$ cat src/rtl/dtuc_pkg.sv
/*
 Package for the conversion sequencing and DAC update block: register map,
 field positions, reset values, states and carriers.
 Assumes a single 125 MHz clock domain and an APB slave with 32-bit data.
*/
package dtuc_pkg;

	localparam logic [11:0] DTUC_OFF_CTRL     = 12'h000;
	localparam logic [11:0] DTUC_OFF_INTERVAL = 12'h004;
	localparam logic [11:0] DTUC_OFF_COUNT    = 12'h008;
	localparam logic [11:0] DTUC_OFF_DAC0     = 12'h00C;
	localparam logic [11:0] DTUC_OFF_DAC1     = 12'h010;
	localparam logic [11:0] DTUC_OFF_STATUS   = 12'h014;
	localparam logic [11:0] DTUC_OFF_CMD      = 12'h018;

	// Control register bit positions
	localparam int DTUC_CTRL_ENABLE    = 0;
	localparam int DTUC_CTRL_EXT_CONVERT_N   = 1;
	localparam int DTUC_CTRL_POSTTRIG  = 2;
	localparam int DTUC_CTRL_PRETRIGGER_MODE   = 3;
	localparam int DTUC_CTRL_FREERUN   = 4;
	localparam int DTUC_CTRL_INTERVAL  = 5;
	localparam int DTUC_CTRL_LATERUPD  = 6;
	localparam int DTUC_CTRL_UPDINT_EN = 7;
	localparam int DTUC_CTRL_WIDTH     = 8;

	// Command register bit positions
	localparam int DTUC_CMD_ARM      = 0;
	localparam int DTUC_CMD_INTCLR   = 1;

	localparam logic [7:0]  DTUC_CTRL_RST     = 8'h00;
	localparam logic [15:0] DTUC_INTERVAL_RST = 16'h0010;
	localparam logic [15:0] DTUC_COUNT_RST    = 16'h0003;
	localparam logic [11:0] DTUC_DAC_RST      = 12'h000;
	localparam int          DTUC_SYNC_STAGES  = 2;

	typedef enum logic [2:0] {
		DTUC_IDLE,
		DTUC_WAIT_TRIG,
		DTUC_WAIT_CONV_HIGH,
		DTUC_RUN,
		DTUC_DONE
	} dtuc_state_t;

	typedef struct packed {
		logic        psel;
		logic        penable;
		logic        pwrite;
		logic [11:0] paddr;
		logic [31:0] pwdata;
	} dtuc_apb_req_t;

	typedef struct packed {
		logic        prdata_valid;
		logic [31:0] prdata;
		logic        pslverr;
	} dtuc_apb_rsp_t;

endpackage : dtuc_pkg

$ cat src/rtl/dtuc_core.sv
/*
 Conversion sequencer and DAC update controller with an APB register file.
 Assumes external pins are asynchronous to pclk and are synchronised here;
 the ADC and DACs sit outside and take one-cycle strobes and held codes.
*/
// Our own choices: the APB interface to the registers and the address map.
// Notes on behaviour
// - Dedicated interval and sample counters, not shared
// - External strobe falling edge starts one conversion
// - Posttrigger or pretrigger, never both
// - Posttrigger: interval counter gated until trigger rise
// - External timing waits strobe rise after trigger
// - Later trigger edges ignored until re-armed
// - Controlled mode: sample count expiry stops conversions
// - Count loads late, two extra conversions
// - Trigger also starts free-run, count ignored
// - Pretrigger: convert early, sample counter gated
// - Pretrigger needs controlled mode, two extra conversions
// - Post-trigger count up to 65535
// - Counter 1 output starts interval timing
// - Immediate mode: DAC follows writes
// - Later mode: transfer while update pin low
// - Write during low update level applies immediately
// - Update rising edge raises interrupt when enabled
// - Interrupt held until interrupt_clear
module dtuc_core
	import dtuc_pkg::*;
(
	input  wire logic        pclk,
	input  wire logic        presetn,
	input  wire logic        psel,
	input  wire logic        penable,
	input  wire logic        pwrite,
	input  wire logic [11:0] paddr,
	input  wire logic [31:0] pwdata,
	output logic      [31:0] prdata,
	output logic             pready,
	output logic             pslverr,
	input  wire logic        ext_convert_n,
	input  wire logic        ext_trigger,
	input  wire logic        ext_dac_update_n,
	input  wire logic        general_counter1_out,
	output logic             adc_convert,
	output logic      [11:0] dac0_out,
	output logic      [11:0] dac1_out,
	output logic             host_interrupt
);

	function automatic logic [15:0] dec16(input logic [15:0] v);
		dec16 = (v == 16'h0000) ? 16'h0000 : v - 16'h0001;
	endfunction : dec16

	logic [7:0]  ctrl_reg;
	logic [15:0] interval_reg;
	logic [15:0] count_reg;
	logic [11:0] dac0_hold_reg;
	logic [11:0] dac1_hold_reg;
	logic [11:0] dac0_reg;
	logic [11:0] dac1_reg;
	logic [31:0] prdata_reg;
	logic        pready_reg;
	logic        pslverr_reg;
	logic        conv_reg;
	logic        irq_reg;
	logic        trig_seen_reg;
	logic [15:0] interval_cnt_reg;
	logic [15:0] sample_cnt_reg;
	logic        sample_loaded_reg;
	logic        sample_clk_seen_reg;
	logic        intv_go_reg;
	logic        gpc1_meta_reg;
	logic        gpc1_sync_reg;
	logic        gpc1_last_reg;
	dtuc_state_t state_reg;
	dtuc_state_t state_next;

	logic conv_lvl, conv_rise, conv_fall;
	logic trig_rise;
	logic upd_lvl,  upd_rise;

	dtuc_sync #(.RST_VAL (1'b1)) u_sync_conv (
		.pclk      (pclk),
		.presetn   (presetn),
		.async_in  (ext_convert_n),
		.level     (conv_lvl),
		.rise      (conv_rise),
		.fall      (conv_fall)
	);

	// Trigger idles low, so its stages reset low
	dtuc_sync #(.RST_VAL (1'b0)) u_sync_trig (
		.pclk      (pclk),
		.presetn   (presetn),
		.async_in  (ext_trigger),
		.level     (),
		.rise      (trig_rise),
		.fall      ()
	);

	dtuc_sync #(.RST_VAL (1'b1)) u_sync_upd (
		.pclk      (pclk),
		.presetn   (presetn),
		.async_in  (ext_dac_update_n),
		.level     (upd_lvl),
		.rise      (upd_rise),
		.fall      ()
	);

	// Counter 1 output from outside the domain
	always_ff @(posedge pclk or negedge presetn)
	begin
		if (!presetn)
		begin
			gpc1_meta_reg <= 1'b0;
			gpc1_sync_reg <= 1'b0;
			gpc1_last_reg <= 1'b0;
		end
		else
		begin
			gpc1_meta_reg <= general_counter1_out;
			gpc1_sync_reg <= gpc1_meta_reg;
			gpc1_last_reg <= gpc1_sync_reg;
		end
	end

	// Bus decode
	wire setup_w   = psel & ~penable;
	wire access_w  = psel & penable;
	wire wr_w      = access_w & pwrite;
	wire hit_ctrl  = (paddr == DTUC_OFF_CTRL);
	wire hit_int   = (paddr == DTUC_OFF_INTERVAL);
	wire hit_cnt   = (paddr == DTUC_OFF_COUNT);
	wire hit_dac0  = (paddr == DTUC_OFF_DAC0);
	wire hit_dac1  = (paddr == DTUC_OFF_DAC1);
	wire hit_stat  = (paddr == DTUC_OFF_STATUS);
	wire hit_cmd   = (paddr == DTUC_OFF_CMD);
	wire hit_any   = hit_ctrl | hit_int | hit_cnt | hit_dac0 | hit_dac1 | hit_stat | hit_cmd;

	wire wr_ctrl   = wr_w & hit_ctrl;
	wire wr_dac0   = wr_w & hit_dac0;
	wire wr_dac1   = wr_w & hit_dac1;
	wire cmd_arm   = wr_w & hit_cmd & pwdata[DTUC_CMD_ARM];
	wire int_clear = wr_w & hit_cmd & pwdata[DTUC_CMD_INTCLR];

	// Pretrigger wins if software sets both
	wire [7:0] ctrl_wdata = {pwdata[7:4],
	                         pwdata[DTUC_CTRL_PRETRIGGER_MODE],
	                         pwdata[DTUC_CTRL_POSTTRIG] & ~pwdata[DTUC_CTRL_PRETRIGGER_MODE],
	                         pwdata[1:0]};

	wire en_w       = ctrl_reg[DTUC_CTRL_ENABLE];
	wire ext_convert_n_w  = ctrl_reg[DTUC_CTRL_EXT_CONVERT_N];
	wire post_w     = ctrl_reg[DTUC_CTRL_POSTTRIG];
	// Pretrigger forces controlled counting regardless of free-run bit
	wire pre_w      = ctrl_reg[DTUC_CTRL_PRETRIGGER_MODE];
	wire freerun_w  = ctrl_reg[DTUC_CTRL_FREERUN] & ~pre_w;
	wire intv_w     = ctrl_reg[DTUC_CTRL_INTERVAL];
	wire later_w    = ctrl_reg[DTUC_CTRL_LATERUPD];
	wire updint_w   = ctrl_reg[DTUC_CTRL_UPDINT_EN];

	// Trigger accepted once per armed sequence
	wire trig_take  = trig_rise & ~trig_seen_reg & (post_w | pre_w);

	// Interval counter pacing; in interval mode each counter 1 rise paces one interval
	wire gpc1_rise   = gpc1_sync_reg & ~gpc1_last_reg;
	wire intv_count  = ~intv_w | intv_go_reg;
	wire intv_tick   = (interval_cnt_reg == 16'h0000);
	wire timed_pulse = (state_reg == DTUC_RUN) & ~ext_convert_n_w & intv_tick & intv_count;
	wire ext_pulse  = (state_reg == DTUC_RUN) & ext_convert_n_w & conv_fall;
	wire conv_pulse = timed_pulse | ext_pulse;

	// Sample counter: clocked by conversions, armed only by its gate
	wire sample_gate = ~pre_w | trig_seen_reg;
	wire sample_done = sample_loaded_reg & (sample_cnt_reg == 16'h0000) & ~freerun_w;

	always_comb
	begin
		state_next = state_reg;
		case (state_reg)
			DTUC_IDLE:
				state_next = DTUC_IDLE;
			DTUC_WAIT_TRIG:
				if (trig_take)
					state_next = (ext_convert_n_w & conv_lvl) ? DTUC_WAIT_CONV_HIGH : DTUC_RUN;
			DTUC_WAIT_CONV_HIGH:
				if (conv_rise)
					state_next = DTUC_RUN;
			DTUC_RUN:
				if (sample_done)
					state_next = DTUC_DONE;
			DTUC_DONE:
				state_next = DTUC_DONE;
			default:
				state_next = DTUC_IDLE;
		endcase
		// Arming starts a new sequence from any state, DONE included
		if (cmd_arm & en_w)
			state_next = post_w ? DTUC_WAIT_TRIG : DTUC_RUN;
		if (~en_w)
			state_next = DTUC_IDLE;
	end

	always_ff @(posedge pclk or negedge presetn)
	begin
		if (!presetn)
		begin
			state_reg           <= DTUC_IDLE;
			trig_seen_reg       <= 1'b0;
			interval_cnt_reg    <= DTUC_INTERVAL_RST;
			sample_cnt_reg      <= DTUC_COUNT_RST;
			sample_loaded_reg   <= 1'b0;
			sample_clk_seen_reg <= 1'b0;
			conv_reg            <= 1'b0;
			intv_go_reg         <= 1'b0;
		end
		else
		begin
			state_reg <= state_next;
			if (cmd_arm)
				trig_seen_reg <= 1'b0;
			else if (trig_take)
				trig_seen_reg <= 1'b1;
			conv_reg <= conv_pulse & ~sample_done;
			if (state_reg != DTUC_RUN || intv_tick || !intv_count)
				interval_cnt_reg <= interval_reg;
			else
				interval_cnt_reg <= dec16(interval_cnt_reg);
			// Counter 1 rise wins over the end of the interval
			if (state_reg != DTUC_RUN || cmd_arm)
				intv_go_reg <= 1'b0;
			else if (intv_w & gpc1_rise)
				intv_go_reg <= 1'b1;
			else if (timed_pulse)
				intv_go_reg <= 1'b0;
			// Load on the second conversion edge, two extra pulses
			if (cmd_arm)
			begin
				sample_loaded_reg   <= 1'b0;
				sample_clk_seen_reg <= 1'b0;
			end
			else if (conv_pulse & sample_gate)
			begin
				if (!sample_clk_seen_reg)
					sample_clk_seen_reg <= 1'b1;
				else if (!sample_loaded_reg)
				begin
					sample_loaded_reg <= 1'b1;
					sample_cnt_reg    <= count_reg;
				end
				else
					sample_cnt_reg <= dec16(sample_cnt_reg);
			end
		end
	end

	// DAC path: hold registers move to outputs per update mode
	wire upd_low = ~upd_lvl;

	always_ff @(posedge pclk or negedge presetn)
	begin
		if (!presetn)
		begin
			dac0_hold_reg <= DTUC_DAC_RST;
			dac1_hold_reg <= DTUC_DAC_RST;
			dac0_reg      <= DTUC_DAC_RST;
			dac1_reg      <= DTUC_DAC_RST;
		end
		else
		begin
			if (wr_dac0)
				dac0_hold_reg <= pwdata[11:0];
			if (wr_dac1)
				dac1_hold_reg <= pwdata[11:0];
			if (~later_w)
			begin
				if (wr_dac0)
					dac0_reg <= pwdata[11:0];
				if (wr_dac1)
					dac1_reg <= pwdata[11:0];
			end
			else if (upd_low)
			begin
				// Level-sensitive, so a write while low passes through
				dac0_reg <= wr_dac0 ? pwdata[11:0] : dac0_hold_reg;
				dac1_reg <= wr_dac1 ? pwdata[11:0] : dac1_hold_reg;
			end
		end
	end

	// Set wins over clear
	always_ff @(posedge pclk or negedge presetn)
	begin
		if (!presetn)
			irq_reg <= 1'b0;
		else if (updint_w & upd_rise)
			irq_reg <= 1'b1;
		else if (int_clear)
			irq_reg <= 1'b0;
	end

	// Registers and APB answer, zero wait states
	wire [31:0] status_w = {24'h0000_00, 1'b0, state_reg, trig_seen_reg, upd_lvl, irq_reg, sample_loaded_reg};
	wire [31:0] rd_mux =
		hit_ctrl ? {24'h0000_00, ctrl_reg} :
		hit_int  ? {16'h0000, interval_reg} :
		hit_cnt  ? {16'h0000, count_reg} :
		hit_dac0 ? {20'h0_0000, dac0_hold_reg} :
		hit_dac1 ? {20'h0_0000, dac1_hold_reg} :
		hit_stat ? status_w :
		32'h0000_0000;

	always_ff @(posedge pclk or negedge presetn)
	begin
		if (!presetn)
		begin
			ctrl_reg     <= DTUC_CTRL_RST;
			interval_reg <= DTUC_INTERVAL_RST;
			count_reg    <= DTUC_COUNT_RST;
			prdata_reg   <= 32'h0000_0000;
			pready_reg   <= 1'b0;
			pslverr_reg  <= 1'b0;
		end
		else
		begin
			if (wr_ctrl)
				ctrl_reg <= ctrl_wdata;
			if (wr_w & hit_int)
				interval_reg <= pwdata[15:0];
			if (wr_w & hit_cnt)
				count_reg <= pwdata[15:0];
			pready_reg  <= setup_w;
			pslverr_reg <= setup_w & ~hit_any;
			prdata_reg  <= (setup_w & ~pwrite) ? rd_mux : 32'h0000_0000;
		end
	end

	assign prdata         = prdata_reg;
	assign pready         = pready_reg;
	assign pslverr        = pslverr_reg;
	assign adc_convert    = conv_reg;
	assign dac0_out       = dac0_reg;
	assign dac1_out       = dac1_reg;
	assign host_interrupt = irq_reg;

endmodule : dtuc_core

$ cat src/rtl/dtuc_sync.sv
/*
 Two-stage synchroniser with edge detection behind the second stage.
 Assumes the input is asynchronous to pclk and idles at RST_VAL.
*/
module dtuc_sync
	import dtuc_pkg::*;
#(
	parameter logic RST_VAL = 1'b1
)
(
	input  wire logic pclk,
	input  wire logic presetn,
	input  wire logic async_in,
	output logic      level,
	output logic      rise,
	output logic      fall
);

	logic meta_reg;
	logic sync_reg;
	logic last_reg;

	// First stage feeds only the second stage
	// Reset to the idle level, so release gives no false edge
	always_ff @(posedge pclk or negedge presetn)
	begin
		if (!presetn)
		begin
			meta_reg <= RST_VAL;
			sync_reg <= RST_VAL;
			last_reg <= RST_VAL;
		end
		else
		begin
			meta_reg <= async_in;
			sync_reg <= meta_reg;
			last_reg <= sync_reg;
		end
	end

	assign level = sync_reg;
	assign rise  = sync_reg & ~last_reg;
	assign fall  = ~sync_reg & last_reg;

endmodule : dtuc_sync
$ cat config.mk
export PLATFORM = sky130hd
export DESIGN_NAME = dtuc_core
export DESIGN_NICKNAME = d
export VERILOG_FILES = /design/src/rtl/dtuc_pkg.sv /design/src/rtl/dtuc_core.sv /design/src/rtl/dtuc_sync.sv
export SDC_FILE = /design/constraint.sdc
export NUM_CORES = 1
export LEC_CHECK = 0
export BUFFER_PORTS_ARGS = -buffer_cell sky130_fd_sc_hd__buf_2
export CORE_AREA = 2 2 154 111
export DETAILED_ROUTE_END_ITERATION = 8
export DIE_AREA = 0 0 156 113
export PLACE_DENSITY = 0.68
export SLEW_MARGIN = 20
export SYNTH_ARGS = -nofsm -noshare
export SYNTH_HDL_FRONTEND = slang
export SYNTH_SLANG_ARGS = --single-unit
$ cat constraint.sdc
create_clock -name pclk -period 2.6 [get_ports pclk]
set_input_delay 0.65 -clock pclk [delete_from_list [all_inputs] [get_ports pclk]]
set_output_delay 0.65 -clock pclk [all_outputs]
set_load 0.05 [all_outputs]
; ---- Word-level counts from Yosys, hierarchy flattened
; Cells that the tools add are included.
[op_classes]
muxes = 39
n_reduce_logical = 19
order_cmp = 0
div_mod_pow = 0
n_shift = 0
eq_ne = 15
multipliers = 0
n_addsub = 2
bitwise = 61
[op_table]
columns = operator, n
row1 = $mux W16, 8
row2 = $mux W12, 10
row3 = $eq A12 B5 Y1 const B, 3
row4 = $and A1 B1 Y1, 35
row5 = $logic_not A16 Y1, 2
row6 = $sub A16 B1 Y16 const B, 2
row7 = $eq A12 B4 Y1 const B, 2
row8 = $not A1 Y1, 16
row9 = $mux W3, 5
row10 = $mux W1, 13
row11 = $eq A12 B3 Y1 const B, 1
row12 = $logic_not A12 Y1, 1
row13 = $pmux W3 S4, 1
row14 = $reduce_bool A2 Y1, 6
row15 = $or A1 B1 Y1, 10
row16 = $ne A4 B4 Y1 const B, 2
row17 = $mux W7, 1
row18 = $eq A3 B2 Y1 const B, 2
row19 = $reduce_and A2 Y1, 3
row20 = $reduce_and A3 Y1, 2
row21 = $ne A4 B3 Y1 const B, 1
row22 = $eq A3 B1 Y1 const B, 1
row23 = $eq A3 B3 Y1 const B, 1
row24 = $logic_or A1 B1 Y1, 3
row25 = other kinds (5), 5
[totals]
inputBits = 53
word_cells = 167
latchBits = 0
mem_bits_rw = 0
out_inout_bits = 60
memories = 0
reg_bits = 159
rom_bits = 0

; ---- Logic depth before layout (Yosys ltp)
[depth]
depth_word = 9
depth_mapped = 9
mapped_depth_nobuf = 7

; ---- Hierarchy
; From an unflattened synthesis, not the netlist that was laid out.
[unflattened]
hier_cells = 812
area_unflattened_um2 = 8039.0
[modules_own_cells]
columns = module, cells_each, instances, seq_area_each_um2, area_per_inst_um2
row1 = dtuc_core, 797, 1, 3761.1, 7761.2
row2 = dtuc_sync (u_sync_conv ...), 5, 2, 78.8, 93.8
row3 = dtuc_sync (u_sync_trig), 5, 1, 75.1, 90.1

; ---- Worst setup path before layout
; No wires, ideal clock.
[synth_timing]
path_type = input -> register
start = input paddr[2]
end = register count_reg[10]
setup_time_ns = 0.125
cell_stages = 6
n_path_buf = 2
t_arrival_ns = 2.438
path_slack_ns = 0.037
required_ns = 2.475
cell_sequence = buf_2 or4b_1 or2_2 clkbuf_1 nor2_2 mux2_2
[synth_via]
elab_chain_len = 2
[synth_lines]
columns = element, line
row1 = from (decl), dtuc_core.sv:34  ; input wire logic [11:0] paddr,
row2 = $eq A12 B4 Y1, dtuc_core.sv:132  ; wire hit_cnt = (paddr == DTUC_OFF_COUNT);
row3 = $and A1 B1 Y1, dtuc_core.sv:329  ; if (wr_w & hit_cnt)
row4 = to (signal assigned), dtuc_core.sv:330  ; count_reg <= pwdata[15:0];
row5 = to (decl), dtuc_core.sv:55  ; logic [15:0] count_reg;
; Every way passes these cells.
; A chain may end at the register's enable or synchronous reset.

; ---- Worst setup path after layout
[layout_timing]
start = register sample_cnt_reg[2]
end = register sample_cnt_reg[15]
[layout_via]
elab_chain_len = 3
elab_cells_between_ends = 4
cone_classes = 1 x add/sub / 2 x mux / 1 x reduce/logical
[layout_lines]
columns = element, line
row1 = from (decl), dtuc_core.sv:67  ; logic [15:0] sample_cnt_reg;
row2 = from (signal assigned), dtuc_core.sv:248  ; sample_cnt_reg <= count_reg;
row3 = from (signal assigned), dtuc_core.sv:251  ; sample_cnt_reg <= dec16(sample_cnt_reg);
row4 = $sub A16 B1 Y16 / $logic_not A16 Y1 (equally long branches), dtuc_core.sv:50  ; dec16 = (v == 16'h0000) ? 16'h0000 : v - 16'h0001;
row5 = $mux W16 *, dtuc_core.sv:50
row6 = $mux W16 *, dtuc_core.sv:245  ; else if (!sample_loaded_reg)
; Every way passes the cells marked *; elsewhere a longest branch is shown, timed or not.

==> impl_metrics.ini <==
[critical_path]
cp_max_fo = 7
r2r_slack_ps = 180
reg2reg_depth = 6
start_kind = flip-flop
cp_num_buf_inv = 0
crit_family = simple AND/OR/NAND/NOR gates
worstSetupPathDepth = 6
crit_arrival_ps = 2790
crit_path_end_kind = flip-flop
critPathSlowestCell = or4_4
crit_path_max_incr_delay_ps = 550
path_common_cell = or4_4
criticalPathCategory = flip-flop to flip-flop
worstPathCellList = or4_4 -> or3_4 -> or2_1 -> or4_4 -> o22ai_2 -> a22o_1
required_ps = 2970

[clocking]
clk-insertion-delay-late_ps = 430
cts.sinks = 159
root_buffer = clkbuf_16
clk_pin_slew_ps = 60
cts_resized = 0
cts_tree = yes
cts_setup_buffers = 0
cts_buffers = 17
hold_buffers = 0
cts-htree-levels = 4
cts_buffer_depth = 2

[drt]
wl_per_cell_microns = 19.8
viasPerCell = 5.89
num_vias = 6716
drc = 0
drt-total-wl_microns = 22500
first_pass_iters = 6
dr.first_iter.drc_count = 737
ant_nets = 0

[synthesis]
yosys-top-cells-area = dfrtp_1 47%, mux2_2 5.7%, nand2_1 5.1%, o21ai_0 4.2%, dfstp_2 4.0%
synth_async_sr_flop_share = 1.00
synth.most_common_cell = dfrtp_1
synth_cells = 812
synth_top_family_by_area = simple AND/OR/NAND/NOR gates
synthMuxAreaShare = 0.0646
syn_area_sq_mm = 0.00790
synth.distinct_cells = 72
synth_top_area_share = 0.466
ys_seq_elements = 159
syn_area_per_cell_sq_um = 9.73
yosys-top-cells-count = 147 x dfrtp_1, 107 x nand2_1, 81 x nor2_1, 66 x o21ai_0, 40 x mux2_2
synth-seq-area-share = 0.505
synthXorXnorAreaFrac = 0.0133
yosys.area_share.simple = 0.188
synth_edf_count = 0
synth_compound_area_frac = 0.164
yosysWarnings = 0
synth_top_flop_cell = dfrtp_1
yosys.area.top_type = dfrtp_1
synth_fa_ha_area_frac = 0.00633

[final_layout]
diodes = 0
synthToLayoutAreaGrowth_pct = 19.5
fillers = 1395
nets = 980
seqCellArea_sq_mm = 0.00399
final_util = 0.588
drive_gt1_frac = 0.255
multiInputGateArea_sq_mm = 0.00351

[global_route]
grt_max_degree = 52
grt_usage = 0.268
grt_pass1_vias = 6365
grt_pass1_wl_microns = 35900
grt_antenna_before_repair = 0
overflow = 0

[sta]
finalHoldViolations = 0
relSlewSlack = 0.604
clock_skew_ps = 8.40
slew_viol_final = 0
fmax_mhz = 413
max_slew.worst_pin.slew_ps = 589
fin_crit_ps = 2420
fin_crit_sh = 0.931
rsz0062_at_grt = no
setup_viol = 0

[power_and_ir_drop]
pwr-share-seq = 0.452
power_density_mw_per_mm2 = 591
totalPowerFinal_w = 0.00558
clkPwrFrac = 0.484
pwr-share-comb = 0.064
p_sw_frac = 0.232
p_sw_w = 0.00130
leakage_nw = 4.64
p_int_w = 0.00428
irDropWorstVdd_mv = 0.411

[placement]
gp_congestion = 0.995
port_buffers = 80
place_hpwl_microns = 16200

[status]
status = complete, no violations

[floorplanning]
start_util = 0.492
die_area_sq_mm = 0.0176
dieWidth_microns = 156
rows = 39
core_sq_mm = 0.0161
die_h_microns = 113
pin_count = 113

[hold_path]
hold_class = primary input to asynchronous set/reset pin

[job]
drv_cap = 0
==> layout make-up <==
type	count	area share
Clock buffer	19	0.0459
Inverter	27	0.0107
Multi-Input combinational cell	579	0.372
Clock inverter	12	0.0204
Sequential cell	159	0.423
Tap cell	205	0.0272
Timing Repair Buffer	139	0.101
==> cell usage in the layout (no fill, tap or decap), types with 11 or more instances in the layout <==
master	netlist	layout
mux2_2	40	40
buf_4	19	51
inv_1	27	27
o221ai_1	12	12
conb_1	1	16
nand3_1	11	11
a211oi_1	14	14
dfrtp_1	147	147
buf_2	14	79
or3_1	14	14
o21ai_0	66	66
a22o_1	13	13
nor3_1	32	31
nand2_1	107	107
o22ai_1	22	22
a21oi_1	16	16
dfstp_2	12	12
nor2_1	81	81
clkbuf_16	0	17
==> final timing paths <==
check	from	endpoint
min in group pclk	ext_dac_update_n	u_sync_upd.meta_reg$_DFF_PN1_
min	presetn	prdata[14]$_DFF_PN0_
max reg2reg	sample_cnt_reg[2]$_DFFE_PN0P_	sample_cnt_reg[15]$_DFFE_PN0P_
max in group asynchronous	presetn	count_reg[1]$_DFFE_PN1P_
max	sample_cnt_reg[2]$_DFFE_PN0P_	sample_cnt_reg[15]$_DFFE_PN0P_
min reg2reg	u_sync_trig.meta_reg$_DFF_PN0_	u_sync_trig.level$_DFF_PN0_
==> metrics by stage <==
step	hold slack (ps)	instance area [sq um]	setup TNS [ps]	std cells	worst slack (ps)
after floorplan	331	7960	0	827	37.2
after detailed placement	335	8810	-190	1109	-27.2
after global routing	170	9440	0	1140	71.3
after global placement	335	8810	0	1109	3.97
final	149	9440	0	1140	181
after CTS	160	9440	0	1140	193
==> layer usage <==
layer,global-route usage,vias up,part of all wire
li1,-,3112,-
met1,0.419,3274,0.48
met2,0.374,305,0.42
met3,0.0586,25,0.083
met4,0.0685,0,0.012
met5,0,-,0
==> cells by family (layout without fill, tap and decap cells) <==
| family | count (synthesis) | after routing |
|---|---|---|
| adders and majority gates | 4 | 4 |
| xor gates and xnor gates | 12 | 12 |
| DFF | 159 | 159 |
| buffers and inverters | 89 | 197 |
| muxes | 46 | 46 |
| and+or+nand+nor | 309 | 309 |
| AOI/OAI and AO/OA | 192 | 192 |
| other | 1 | 16 |
==> power groups by stage <==
stage	clock, W	sequential, W	combinational [W]
5_1_grt	0.00283	0.00252	0.000382
6_report	0.00270	0.00252	0.000355
2_1_floorplan	0	0.00261	0.000148
3_3_place_gp	0	0.00257	0.000349
4_1_cts	0.00273	0.00252	0.000354
3_5_place_dp	0	0.00257	0.000353
(Power assumes the default switching activity.)
